## config.mk

```make
export PLATFORM = sky130hd
export DESIGN_NAME = pcc_codec
export DESIGN_NICKNAME = d
export VERILOG_FILES = /design/src/pcc_pkg.sv /design/src/pcc_fifo.sv /design/src/pcc_codec.sv
export SDC_FILE = /design/constraint.sdc
export NUM_CORES = 1
export LEC_CHECK = 0
export BUFFER_PORTS_ARGS = -buffer_cell sky130_fd_sc_hd__buf_4
export CAP_MARGIN = 10
export CORE_MARGIN = 4
export CORE_UTILIZATION = 65
export CTS_BUF_LIST = sky130_fd_sc_hd__clkbuf_4 sky130_fd_sc_hd__clkbuf_8
export DETAILED_ROUTE_END_ITERATION = 16
export PLACE_DENSITY = 0.94
export SETUP_SLACK_MARGIN = 0.5
export SLEW_MARGIN = 5
export SYNTH_ARGS = -nofsm -noshare
export SYNTH_HDL_FRONTEND = slang
export SYNTH_HIERARCHICAL = 1
export SYNTH_SLANG_ARGS = --single-unit
```

## constraint.sdc

```tcl
create_clock -name mclk_i -period 5.9 [get_ports mclk_i]
set_input_delay 0.59 -clock mclk_i [delete_from_list [all_inputs] [get_ports mclk_i]]
set_output_delay 0.59 -clock mclk_i [all_outputs]
set_load 0.01 [all_outputs]
```

## src/pcc_pkg.sv

```systemverilog
// Package of constants for the companding coder and decoder
package pcc_pkg;
  // ----------------------------------------------------------------------
  // Sample and code widths
  // ----------------------------------------------------------------------
  localparam int LIN_W = 13;
  localparam int CODE_W = 8;
  localparam int CHORD_W = 3;
  localparam int STEP_W = 4;
  localparam int SIGN_POS = 7;
  localparam int CHORD_LSB = 4;
  localparam int STEP_LSB = 0;
  // ----------------------------------------------------------------------
  // Law coding constants
  // ----------------------------------------------------------------------
  localparam logic [12:0] MU_BIAS = 13'h0021;
  localparam logic [12:0] MU_CLIP = 13'h0fdf;
  localparam logic [7:0] MU_INV = 8'hff;
  localparam logic [7:0] A_INV = 8'h55;
  localparam logic LAW_MU = 1'b1;
  // ----------------------------------------------------------------------
  // Timing
  // ----------------------------------------------------------------------
  localparam int CLK_HZ = 200_000_000;
  localparam int SAMPLE_HZ = 8_000;
  localparam int SAMPLE_CYC = CLK_HZ / SAMPLE_HZ;
  localparam int FIFO_DEPTH = 16;
  localparam int SYNC_STAGES = 3;
endpackage

```

## src/pcc_fifo.sv

```systemverilog
// Flip-flop FIFO with valid/ready on both sides
`timescale 1ns/100ps
module pcc_fifo #(
  parameter int WIDTH = 8,
  parameter int DEPTH = 16
) (
  // Clock and reset
  input wire logic mclk_i,
  input wire logic srst_i,
  // Fill side
  input wire logic in_valid_i,
  input wire logic [WIDTH-1:0] in_data_i,
  output logic in_ready_o,
  // Drain side
  output logic out_valid_o,
  input wire logic out_ready_i,
  output logic [WIDTH-1:0] out_data_o
);
  localparam int AW = $clog2(DEPTH);
  logic [WIDTH-1:0] mem_q [DEPTH];
  logic [AW-1:0] wr_q, wr_d, rd_q, rd_d;
  logic [AW:0] cnt_q, cnt_d;
  logic push, pop;

  // ----------------------------------------------------------------------
  // Pointer and count update
  // ----------------------------------------------------------------------
  always_comb begin
    push = in_valid_i && (cnt_q != (AW+1)'(DEPTH));
    pop = out_ready_i && (cnt_q != '0);
    wr_d = push ? wr_q + 1'b1 : wr_q;
    rd_d = pop ? rd_q + 1'b1 : rd_q;
    cnt_d = cnt_q + (AW+1)'(push) - (AW+1)'(pop);
  end

  // Storage has no reset; only the pointers and count need defined state
  always_ff @(posedge mclk_i) begin
    if (srst_i) begin
      wr_q <= '0;
      rd_q <= '0;
      cnt_q <= '0;
    end else begin
      wr_q <= wr_d;
      rd_q <= rd_d;
      cnt_q <= cnt_d;
    end
    if (push) mem_q[wr_q] <= in_data_i;
  end

  assign in_ready_o = (cnt_q != (AW+1)'(DEPTH));
  assign out_valid_o = (cnt_q != '0);
  assign out_data_o = mem_q[rd_q];
endmodule // pcc_fifo

```

## src/pcc_codec.sv

```systemverilog
// Companding encoder and decoder with frame-synced serial transmit
`timescale 1ns/100ps
module pcc_codec
  import pcc_pkg::*;
#(
  parameter int SAMPLE_CYCLES = SAMPLE_CYC
) (
  // Clock and reset
  input wire logic mclk_i,
  input wire logic srst_i,
  // Law strap pin
  input wire logic law_select_i,
  // Converter side: linear sample in, linear value out
  input wire logic [LIN_W-1:0] adc_sample_i,
  output logic [LIN_W-1:0] dac_sample_o,
  output logic dac_strobe_o,
  // Serial highway side
  input wire logic tx_frame_sync_i,
  input wire logic bit_clk_i,
  output logic tx_serial_out_o,
  output logic tx_serial_oe_n_o,
  input wire logic rx_serial_in_i,
  // Status
  output logic tx_overrun_o
);
  typedef enum logic {TX_IDLE, TX_SHIFT} pcc_tx_e;

  // ----------------------------------------------------------------------
  // Law functions
  // ----------------------------------------------------------------------
  // Position of highest set bit among 8 chord-select bits
  function automatic logic [2:0] chord_of(input logic [7:0] v);
    logic [2:0] c;
    c = 3'h0;
    for (int i = 1; i < 8; i++) if (v[i]) c = 3'(i);
    return c;
  endfunction

  // Compress 13-bit two's complement sample
  function automatic logic [7:0] compress(input logic [12:0] s,
                                          input logic mu);
    logic [12:0] mag;
    logic [2:0] ch;
    logic [3:0] st;
    logic [7:0] code;
    mag = s[12] ? 13'(~s + 13'h0001) : s;
    if (mu) begin
      // Mu curve runs on twice the sample so all eight chords are reached
      if (mag > MU_CLIP) mag = MU_CLIP;
      mag = 13'({mag[11:0], 1'b0}) + MU_BIAS;
      ch = chord_of(mag[12:5]);
      st = 4'(mag >> (4'(ch) + 4'h1));
      // Positive codes keep bit 7 high once inverted
      code = {s[12], ch, st} ^ MU_INV;
    end else begin
      if (mag > 13'h0fff) mag = 13'h0fff;
      ch = chord_of({mag[11:5], 1'b0});
      st = (ch == 3'h0) ? 4'(mag >> 1) : 4'(mag >> ch);
      code = {~s[12], ch, st} ^ A_INV;
    end
    // Sign, chord, step layout step carries to chord
    return code;
  endfunction

  // Expand code to 13-bit linear value
  function automatic logic [12:0] expand(input logic [7:0] c,
                                         input logic mu);
    logic [7:0] u;
    logic [12:0] mag;
    u = c ^ (mu ? MU_INV : A_INV);
    if (mu) begin
      // Equal step weight within chord, doubling per chord
      mag = 13'((13'({u[3:0], 1'b1}) + 13'h0020) << u[6:4]);
      mag = (mag - MU_BIAS) >> 1;
    end else if (u[6:4] == 3'h0) begin
      mag = 13'({u[3:0], 1'b1});
    end else begin
      mag = 13'((13'({1'b1, u[3:0], 1'b1})) << (u[6:4] - 3'h1));
    end
    // Sign bit sense differs between the two laws
    return (u[SIGN_POS] ^ mu) ? mag : 13'(~mag + 13'h0001);
  endfunction

  // ----------------------------------------------------------------------
  // Pin synchronisers
  // ----------------------------------------------------------------------
  logic [2:0] fs_sync_q, bc_sync_q, rx_sync_q, law_sync_q;
  logic fs_lvl_q, bc_lvl_q, fs_rise, bc_rise, bc_fall;
  always_ff @(posedge mclk_i) begin
    if (srst_i) begin
      fs_sync_q <= '0;
      bc_sync_q <= '0;
      rx_sync_q <= '0;
      law_sync_q <= {3{LAW_MU}};
      fs_lvl_q <= 1'b0;
      bc_lvl_q <= 1'b0;
    end else begin
      fs_sync_q <= {fs_sync_q[1:0], tx_frame_sync_i};
      bc_sync_q <= {bc_sync_q[1:0], bit_clk_i};
      rx_sync_q <= {rx_sync_q[1:0], rx_serial_in_i};
      law_sync_q <= {law_sync_q[1:0], law_select_i};
      // Level updates only when stages two and three agree
      if (fs_sync_q[1] == fs_sync_q[2]) fs_lvl_q <= fs_sync_q[2];
      if (bc_sync_q[1] == bc_sync_q[2]) bc_lvl_q <= bc_sync_q[2];
    end
  end
  assign fs_rise = (fs_sync_q[1] == fs_sync_q[2]) && fs_sync_q[2]
                   && !fs_lvl_q;
  assign bc_rise = (bc_sync_q[1] == bc_sync_q[2]) && bc_sync_q[2]
                   && !bc_lvl_q;
  assign bc_fall = (bc_sync_q[1] == bc_sync_q[2]) && !bc_sync_q[2]
                   && bc_lvl_q;

  // ----------------------------------------------------------------------
  // Sample timer and encoder into FIFO
  // ----------------------------------------------------------------------
  logic [$clog2(SAMPLE_CYCLES)-1:0] tmr_q, tmr_d;
  logic law_q, law_d, enc_vld_q, enc_vld_d, ovr_q, ovr_d;
  logic [7:0] enc_q, enc_d;
  logic fifo_rdy, fifo_vld, fifo_pop;
  logic [7:0] fifo_dat;
  logic tick;

  // One encode per sample period
  always_comb begin
    tick = (tmr_q == '0);
    tmr_d = tick ? ($bits(tmr_q))'(SAMPLE_CYCLES - 1) : tmr_q - 1'b1;
    // Strap pin is asynchronous; take it once stages two and three agree
    law_d = (law_sync_q[1] == law_sync_q[2]) ? law_sync_q[2] : law_q;
    enc_d = tick ? compress(adc_sample_i, law_q) : enc_q;
    enc_vld_d = tick ? 1'b1 : (enc_vld_q && !fifo_rdy);
    // Sticky overrun when the highway drains slower than the sample rate
    ovr_d = ovr_q || (tick && enc_vld_q && !fifo_rdy);
  end

  always_ff @(posedge mclk_i) begin
    if (srst_i) begin
      tmr_q <= '0;
      law_q <= LAW_MU;
      enc_q <= '0;
      enc_vld_q <= 1'b0;
      ovr_q <= 1'b0;
    end else begin
      tmr_q <= tmr_d;
      law_q <= law_d;
      enc_q <= enc_d;
      enc_vld_q <= enc_vld_d;
      ovr_q <= ovr_d;
    end
  end

  pcc_fifo #(.WIDTH(CODE_W), .DEPTH(FIFO_DEPTH)) u_fifo (
    .mclk_i(mclk_i),
    .srst_i(srst_i),
    .in_valid_i(enc_vld_q),
    .in_data_i(enc_q),
    .in_ready_o(fifo_rdy),
    .out_valid_o(fifo_vld),
    .out_ready_i(fifo_pop),
    .out_data_o(fifo_dat)
  );

  // ----------------------------------------------------------------------
  // Serial transmit and receive, framed by sync
  // ----------------------------------------------------------------------
  pcc_tx_e st_q, st_d;
  logic [7:0] sh_q, sh_d, rsh_q, rsh_d, rcode_q, rcode_d;
  logic [3:0] bit_q, bit_d;
  logic dout_q, dout_d, oe_n_q, oe_n_d, dstb_q, dstb_d;
  logic [12:0] dac_q, dac_d;

  always_comb begin
    st_d = st_q;
    sh_d = sh_q;
    bit_d = bit_q;
    rsh_d = rsh_q;
    rcode_d = rcode_q;
    dout_d = dout_q;
    oe_n_d = oe_n_q;
    dstb_d = 1'b0;
    dac_d = dac_q;
    fifo_pop = 1'b0;
    unique case (st_q)
      TX_IDLE: begin
        // Frame starts on sync; sends the queued code, or 8'hff if the queue is empty
        if (fs_rise) begin
          st_d = TX_SHIFT;
          bit_d = 4'h0;
          sh_d = fifo_vld ? fifo_dat : 8'hff;
          fifo_pop = fifo_vld;
        end
      end
      TX_SHIFT: begin
        if (bc_rise) begin
          dout_d = sh_q[7];
          oe_n_d = 1'b0;
          sh_d = {sh_q[6:0], 1'b0};
        end
        if (bc_fall) begin
          rsh_d = {rsh_q[6:0], rx_sync_q[2]};
          bit_d = bit_q + 4'h1;
          if (bit_q == 4'h7) begin
            // One received code per frame, expanded
            rcode_d = {rsh_q[6:0], rx_sync_q[2]};
            dac_d = expand({rsh_q[6:0], rx_sync_q[2]}, law_q);
            dstb_d = 1'b1;
            oe_n_d = 1'b1;
            st_d = TX_IDLE;
          end
        end
      end
    endcase
  end

  always_ff @(posedge mclk_i) begin
    if (srst_i) begin
      st_q <= TX_IDLE;
      sh_q <= '0;
      bit_q <= '0;
      rsh_q <= '0;
      rcode_q <= '0;
      dout_q <= 1'b0;
      oe_n_q <= 1'b1;
      dstb_q <= 1'b0;
      dac_q <= '0;
    end else begin
      st_q <= st_d;
      sh_q <= sh_d;
      bit_q <= bit_d;
      rsh_q <= rsh_d;
      rcode_q <= rcode_d;
      dout_q <= dout_d;
      oe_n_q <= oe_n_d;
      dstb_q <= dstb_d;
      dac_q <= dac_d;
    end
  end

  assign tx_serial_out_o = dout_q;
  assign tx_serial_oe_n_o = oe_n_q;
  assign dac_sample_o = dac_q;
  assign dac_strobe_o = dstb_q;
  assign tx_overrun_o = ovr_q;
endmodule // pcc_codec

```

==> flow_summary.yaml, run 1 <==
job:
  maxCapViolCount: 0
timing:
  relSlewSlack_pct: 19.8
  period_minus_slack_ns: 4.79
  hold_viol_final: 0
  fin_crit_sh_pct: 81.1
  setup_tns_ns: 0
  rsz0062_at_grt: "false"
  tightest_slew_ns: 1.19
  worst_slack_ns: 1.11
  finClkSkew_ns: 0.0295
  drv_slew: 0
  fmaxAchievable_ghz: 0.209
  setup_viol: 0
setup_path:
  cp.required_ns: 6.28
  worstRegToRegCells: 14
  cp_max_fo: 10
  crit_type: "primary input to flip-flop"
  worstReg2RegStart: "rsh_q[4]$_SDFFE_PP0P_"
  cp.arrival_ns: 5.17
  critPathLaunchType: "primary input"
  worst_setup_path_end_kind: "flip-flop"
  r2r_end: "dac_sample_o[11]$_SDFFE_PP0P_"
  r2r_slack_ns: 1.48
final_layout:
  drive_gt1_share_pct: 14.7
  syn_to_final_growth_pct: 8.96
  fillers: 1141
  final_nets: 1087
  layout.cells.non_filler: 1293
  num_antenna_cells: 0
die:
  die-area_um2: 19800
  core-area_um2: 17300
  die_h_um: 141
  io_pins: 36
  initial_core_util_pct: 66.1
  num_rows: 48
  die_w_um: 141
clock_tree:
  postCtsSetupRepairBufs: 0
  path_clk_slew_ns: 0.06
  h-tree-depth: 2
  root_buffer: "clkbuf_8"
  cts_resized: 0
  tritoncts: "built"
  clkSinkCount: 221
  numCtsBuffers: 34
  clk_latency_ns: 0.53
  cts_buffer_depth: 3
  cts_hold_buf: 0
placement:
  gp_congestion: 0.946
  io_buffers: 35
  placed_cells: 1231
  pre_cts_ws_ns: 0.596
  hpwlAfterDp_um: 17400
yosys:
  syn_nets: 1067
  synth_seq_cells: 221
  synth_top_area_share_pct: 33.6
  synth.most_common_cell: "edfxtp_1"
  synthArstFlopShare_pct: 0
  synthSimpleGateAreaFrac_pct: 14.7
  ys_warn_count: 6
  ys_top_cells_by_count: "128 x edfxtp_1, 93 x dfxtp_1, 93 x nor2_1"
  muxShareOfSynthArea_pct: 9.59
  synth-xor-area-share_pct: 4.14
  synth_edf_count: 128
  synth_top_flop_cell: "edfxtp_1"
  synth_top_area_cell: "edfxtp_1"
  ys_seq_area_share_pct: 49.9
  synthAdderAreaFrac_pct: 2.91
  synth_compound_area_share_pct: 14.6
  synthCells: 1022
  synth.avg_cell_area_um2: 11.2
  synth_cell_types: 96
  synth_top_family_by_area: "simple AND/OR/NAND/NOR gates"
  synth_area_um2: 11400
  synth_area_leaders: "edfxtp_1 34%, dfxtp_1 16%, mux4_2 3.7%"
routing:
  vias_per_cell: 6.50
  drcViolationCount: 0
  first_pass_iters: 5
  drt_iter0_drc: 688
  ant_nets: 0
  post_drt_wl_per_cell_um: 20.2
  via_count: 8403
  drt-total-wl_um: 26100
min_path:
  hold_path_end: "law_sync_q[0]$_SDFF_PP1_"
  min_path_type: "primary input to flip-flop"
  min_from: "law_select_i"
  min_path_cells: 2
global_routing:
  grt_pass1_vias: 8097
  overflow: 0
  groute.usage.overall_pct: 26.8
  antenna_found_initial: 0
  grt_pass1_wl_um: 42600
  grt_start_max_net_pins: 72
pwr:
  irDropWorstVdd_uv: 266
  p_leak_nw: 4.46
  power.density_nw_per_um2: 302
  finalPower_mw: 3.76
run_status:
  outcome: "completed"
## metal layers
layer | wire (um) | GRT usage (%) | vias up | part of all wire, %
met4 | 899 | 10.2 | 0 | 3.4
met3 | 1770 | 3.77 | 70 | 6.8
met1 | 10200 | 34.7 | 4021 | 39
met2 | 13200 | 46.1 | 394 | 51
met5 | 0 | 0 | - | 0
li1 | - | - | 3918 | -
## cells by family (layout without fill, tap and decap cells)
logic type               after synthesis  after routing
AO/OA/AOI/OAI                        228            228
XOR/XNOR                              54             54
adder cells (fa/ha/maj)               26             26
buffers and inverters                102            148
flip-flops                           221            221
multiplexers                          62             62
AND/OR/NAND/NOR                      329            329
## state kept, by name, indices dropped and copies added, names as in the netlist, 3 cells and up, named ones only
register and flops:
bc_sync_q 3, bit_q 4, dac_sample_o 13, enc_q 8
fs_sync_q 3, law_sync_q 3, rsh_q 7, rx_sync_q 3
sh_q 8, tmr_q 15, u_fifo/cnt_q 5, u_fifo/mem_q 128
u_fifo/rd_q 4, u_fifo/wr_q 4
## stage by stage
stage / utilization (%) / hold WS [ns] / cell area [um2]
after global routing: 72.0 / 0.251 / 12500
after detailed placement: 67.9 / 0.393 / 11700
after global placement: 67.9 / 0.393 / 11700
after CTS: 72.0 / 0.239 / 12500
after floorplan: - / 0.389 / 11400
final: 72.0 / 0.264 / 12500
## layout by cell type (no fill, tap or decap), drive strengths merged, types with 25 or more instances in the layout
master  count
dfxtp      93
xnor2      32
nor2       93
nand3      26
nand2      70
clkbuf     48
ha         25
buf        49
inv        38
a21oi      45
edfxtp    128
mux4       33
o21ai      27
## cell type report
class                      count  area (um2)  share of cell area [%]
sequential                   221        5710                    45.8
tap                          225         282                    2.26
clock inverter                14         111                   0.894
clock buffer                  48         604                    4.85
inverter                      37         139                    1.11
multi-input combinational    699        5250                    42.1
timing repair buffer          49         368                    2.95
## power breakdown
group	internal [mW]	leakage [nW]	switching, mW
Clock	0.718	0.385	0.584
Sequential	1.79	1.94	0.143
Combinational	0.214	2.14	0.315
Total	2.72	4.46	1.04
## critical path, cell delays in order
cell	delay, ns
buf_4	0.13
inv_1	0.06
ha_1	0.30
or4b_4	0.56
o41ai_4	0.36
xnor2_1	0.33
nand2_1	0.16
o311ai_0	0.35
buf_4	0.20
ha_1	0.20
inv_1	0.10
xnor2_1	0.32
o2bb2ai_1	0.17
a211oi_4	0.49
o21bai_1	0.20
mux2_1	0.35
o211ai_1	0.17
a311oi_1	0.10
## worst max path at each step
stage | start | endpoint | slack, ns | cells past startpoint
2_1_floorplan | adc_sample_i[0] | enc_q[2]$_SDFFE_PP0P_ | 1.04 | 16
3_3_place_gp | adc_sample_i[0] | enc_q[2]$_SDFFE_PP0P_ | 0.79 | 18
3_5_place_dp | adc_sample_i[1] | enc_q[2]$_SDFFE_PP0P_ | 0.60 | 18
4_1_cts | adc_sample_i[1] | enc_q[2]$_SDFFE_PP0P_ | 1.18 | 18
5_1_grt | adc_sample_i[1] | enc_q[2]$_SDFFE_PP0P_ | 0.69 | 18
6_report | adc_sample_i[1] | enc_q[2]$_SDFFE_PP0P_ | 1.11 | 18
No activity file was read; power rests on OpenSTA's default activity.
==> inputs of run 2 (changes only) <==
--- a/config.mk
+++ b/config.mk
@@ -8,10 +8,10 @@
 export BUFFER_PORTS_ARGS = -buffer_cell sky130_fd_sc_hd__buf_4
 export CAP_MARGIN = 10
 export CORE_MARGIN = 4
-export CORE_UTILIZATION = 65
+export CORE_UTILIZATION = 58
 export CTS_BUF_LIST = sky130_fd_sc_hd__clkbuf_4 sky130_fd_sc_hd__clkbuf_8
 export DETAILED_ROUTE_END_ITERATION = 16
-export PLACE_DENSITY = 0.94
+export PLACE_DENSITY = 0.89
 export SETUP_SLACK_MARGIN = 0.5
 export SLEW_MARGIN = 5
 export SYNTH_ARGS = -nofsm -noshare
==> constraint.sdc (replaced) <==
create_clock -name mclk_i -period 4.1 [get_ports mclk_i]
set_input_delay 0.41 -clock mclk_i [delete_from_list [all_inputs] [get_ports mclk_i]]
set_output_delay 0.41 -clock mclk_i [all_outputs]
set_load 0.01 [all_outputs]
==> run 2 against run 1 <==
Net effect:
- via count up 2.4%
- power grew 48%
- combinational power increased by 61%
- critical path type unchanged
- largest power group unchanged
==> flow_summary.yaml, run 2 (synthesis results as in run 1) <==
die:
  core-area_um2: 19400
  io_pins: 36
  num_rows: 51
  initial_core_util_pct: 58.9
  die-area_um2: 22000
  die_h_um: 148
  die_w_um: 148
min_path:
  min_path_type: "primary input to flip-flop"
  min_from: "law_select_i"
  min_path_cells: 2
  hold_path_end: "law_sync_q[0]$_SDFF_PP1_"
timing:
  drv_slew: 0
  hold_viol_final: 0
  whs_ns: 0.0718
  relSlewSlack_pct: 40.9
  period_minus_slack_ns: 3.65
  fin_crit_sh_pct: 89.1
  worst_slack_ns: 0.448
  finClkSkew_ns: 0.00897
  setup_tns_ns: 0
  setup_viol: 0
  fmaxAchievable_ghz: 0.274
  rsz0062_at_grt: "true"
  tightest_slew_ns: 0.884
global_routing:
  grt_pass1_vias: 8350
  groute.usage.overall_pct: 23.9
  overflow: 0
  grt_busiest_layer: "met2"
  antenna_found_initial: 0
  grt_use_met2_pct: 42.0
  use_met1_pct: 30.8
  grtUsageMet3_pct: 3.50
  grt_start_max_net_pins: 72
  grt_pass1_wl_um: 42500
setup_path:
  r2r_slack_ns: 0.63
  r2r_end: "dac_sample_o[11]$_SDFFE_PP0P_"
  cp_max_fo: 7
  cp.arrival_ns: 4.08
  crit_type: "primary input to flip-flop"
  worstRegToRegCells: 11
  cp.required_ns: 4.53
  worst_setup_path_end_kind: "flip-flop"
  critPathLaunchType: "primary input"
  worstReg2RegStart: "law_q$_SDFFE_PP1N_"
pwr:
  p_leak_nw: 4.72
  finalPower_mw: 5.57
  irDropWorstVdd_uv: 308
  power.density_nw_per_um2: 424
final_layout:
  num_antenna_cells: 0
  final_common_cell: "edfxtp_1"
  utilization_pct: 67.7
  regMostFlops: "u_fifo/mem_q"
  fillers: 1373
  final_cell_mix: "128 x edfxtp_1, 92 x nor2_1, 90 x dfxtp_1, 82 x buf_4, 68 x nand2_1"
  stdcell_area_um2: 13100
  drive_gt1_share_pct: 20.6
  final_nets: 1126
  layout.cells.non_filler: 1372
  syn_to_final_growth_pct: 14.8
  largest_register_ff_count: 128
job:
  maxCapViolCount: 0
routing:
  via_count: 8606
  ant_nets: 0
  drcViolationCount: 0
  drt_iter0_drc: 874
  drt-total-wl_um: 26800
  vias_per_cell: 6.27
  first_pass_iters: 6
  post_drt_wl_per_cell_um: 19.5
clock_tree:
  cts_buffer_depth: 3
  clkSinkCount: 221
  h-tree-depth: 2
  numCtsBuffers: 36
  path_clk_slew_ns: 0.06
  clk_latency_ns: 0.52
  tritoncts: "built"
  root_buffer: "clkbuf_8"
placement:
  pre_cts_ws_ns: -0.0399
  placed_cell_area_um2: 12100
  placed_cells: 1295
  hpwlAfterDp_um: 18000
  gp_congestion: 0.954
  io_buffers: 35
run_status:
  outcome: "completed"
run 2: changes by cell type in the layout (fill, tap and decap cells not counted), moves of 3 or more:
cell	previous run	this run
or3_4	0	3
clkinv_2	6	0
inv_1	34	31
or3_1	12	9
buf_4	49	82
clkbuf_8	39	42
clkinv_1	5	8
nor4_1	16	13
clkbuf_4	9	12
run 2: where the power goes:
part           switching [mW]  total (mW)  internal (mW)
sequential              0.204        2.78           2.57
combinational           0.493       0.853          0.360
clock                   0.832        1.94           1.11
run 2: repair_timing:
item / 4_1_cts / 5_1_grt
setup endpoints to repair: 6 / 12
buffers inserted: 0 / 13
hold buffers: 0 / 0
gates resized for setup: 6 / 33
pin swaps: 0 / 17
run 2: cell type report:
cell class / instances / area, um2 / share of cell area (%)
multi-input cells: 699 / 5500 / 41.9
well taps: 265 / 332 / 2.53
clock buffers: 54 / 668 / 5.09
clock inverters: 10 / 76.3 / 0.581
flip-flops and latches: 221 / 5710 / 43.5
inverters: 37 / 161 / 1.23
repair buffers: 86 / 682 / 5.19
run 2: critical path, stage by stage:
cell       delay, ns
buf_8           0.09
clkinv_4        0.05
ha_4            0.15
buf_4           0.12
buf_4           0.15
o21bai_1        0.20
a21oi_1         0.26
o21ai_0         0.12
o21a_1          0.26
o311ai_4        0.35
ha_4            0.21
inv_6           0.05
xnor2_4         0.22
o2bb2ai_4       0.10
a211oi_4        0.38
buf_6           0.18
nand3b_1        0.11
a211oi_2        0.29
a211oi_1        0.09
o311ai_1        0.27
run 2: how the worst max path moves through the flow:
stage / start / endpoint / slack [ns]
final: adc_sample_i[0] / enc_q[0]$_SDFFE_PP0P_ / 0.45
after global routing: adc_sample_i[3] / enc_q[0]$_SDFFE_PP0P_ / 0.32
after CTS: adc_sample_i[1] / enc_q[0]$_SDFFE_PP0P_ / 0.50
after detailed placement: adc_sample_i[1] / enc_q[0]$_SDFFE_PP0P_ / -0.04
after global placement: adc_sample_i[1] / enc_q[2]$_SDFFE_PP0P_ / 0.09
after floorplan: adc_sample_i[1] / enc_q[2]$_SDFFE_PP0P_ / 0.01
run 2: metal layers:
layer | routed length (um) | part of all wire (%) | up-vias
met5 | 0 | 0 | -
met4 | 789 | 2.9 | 0
met3 | 1670 | 6.2 | 74
met2 | 13600 | 51 | 387
met1 | 10700 | 40 | 4151
li1 | - | - | 3994
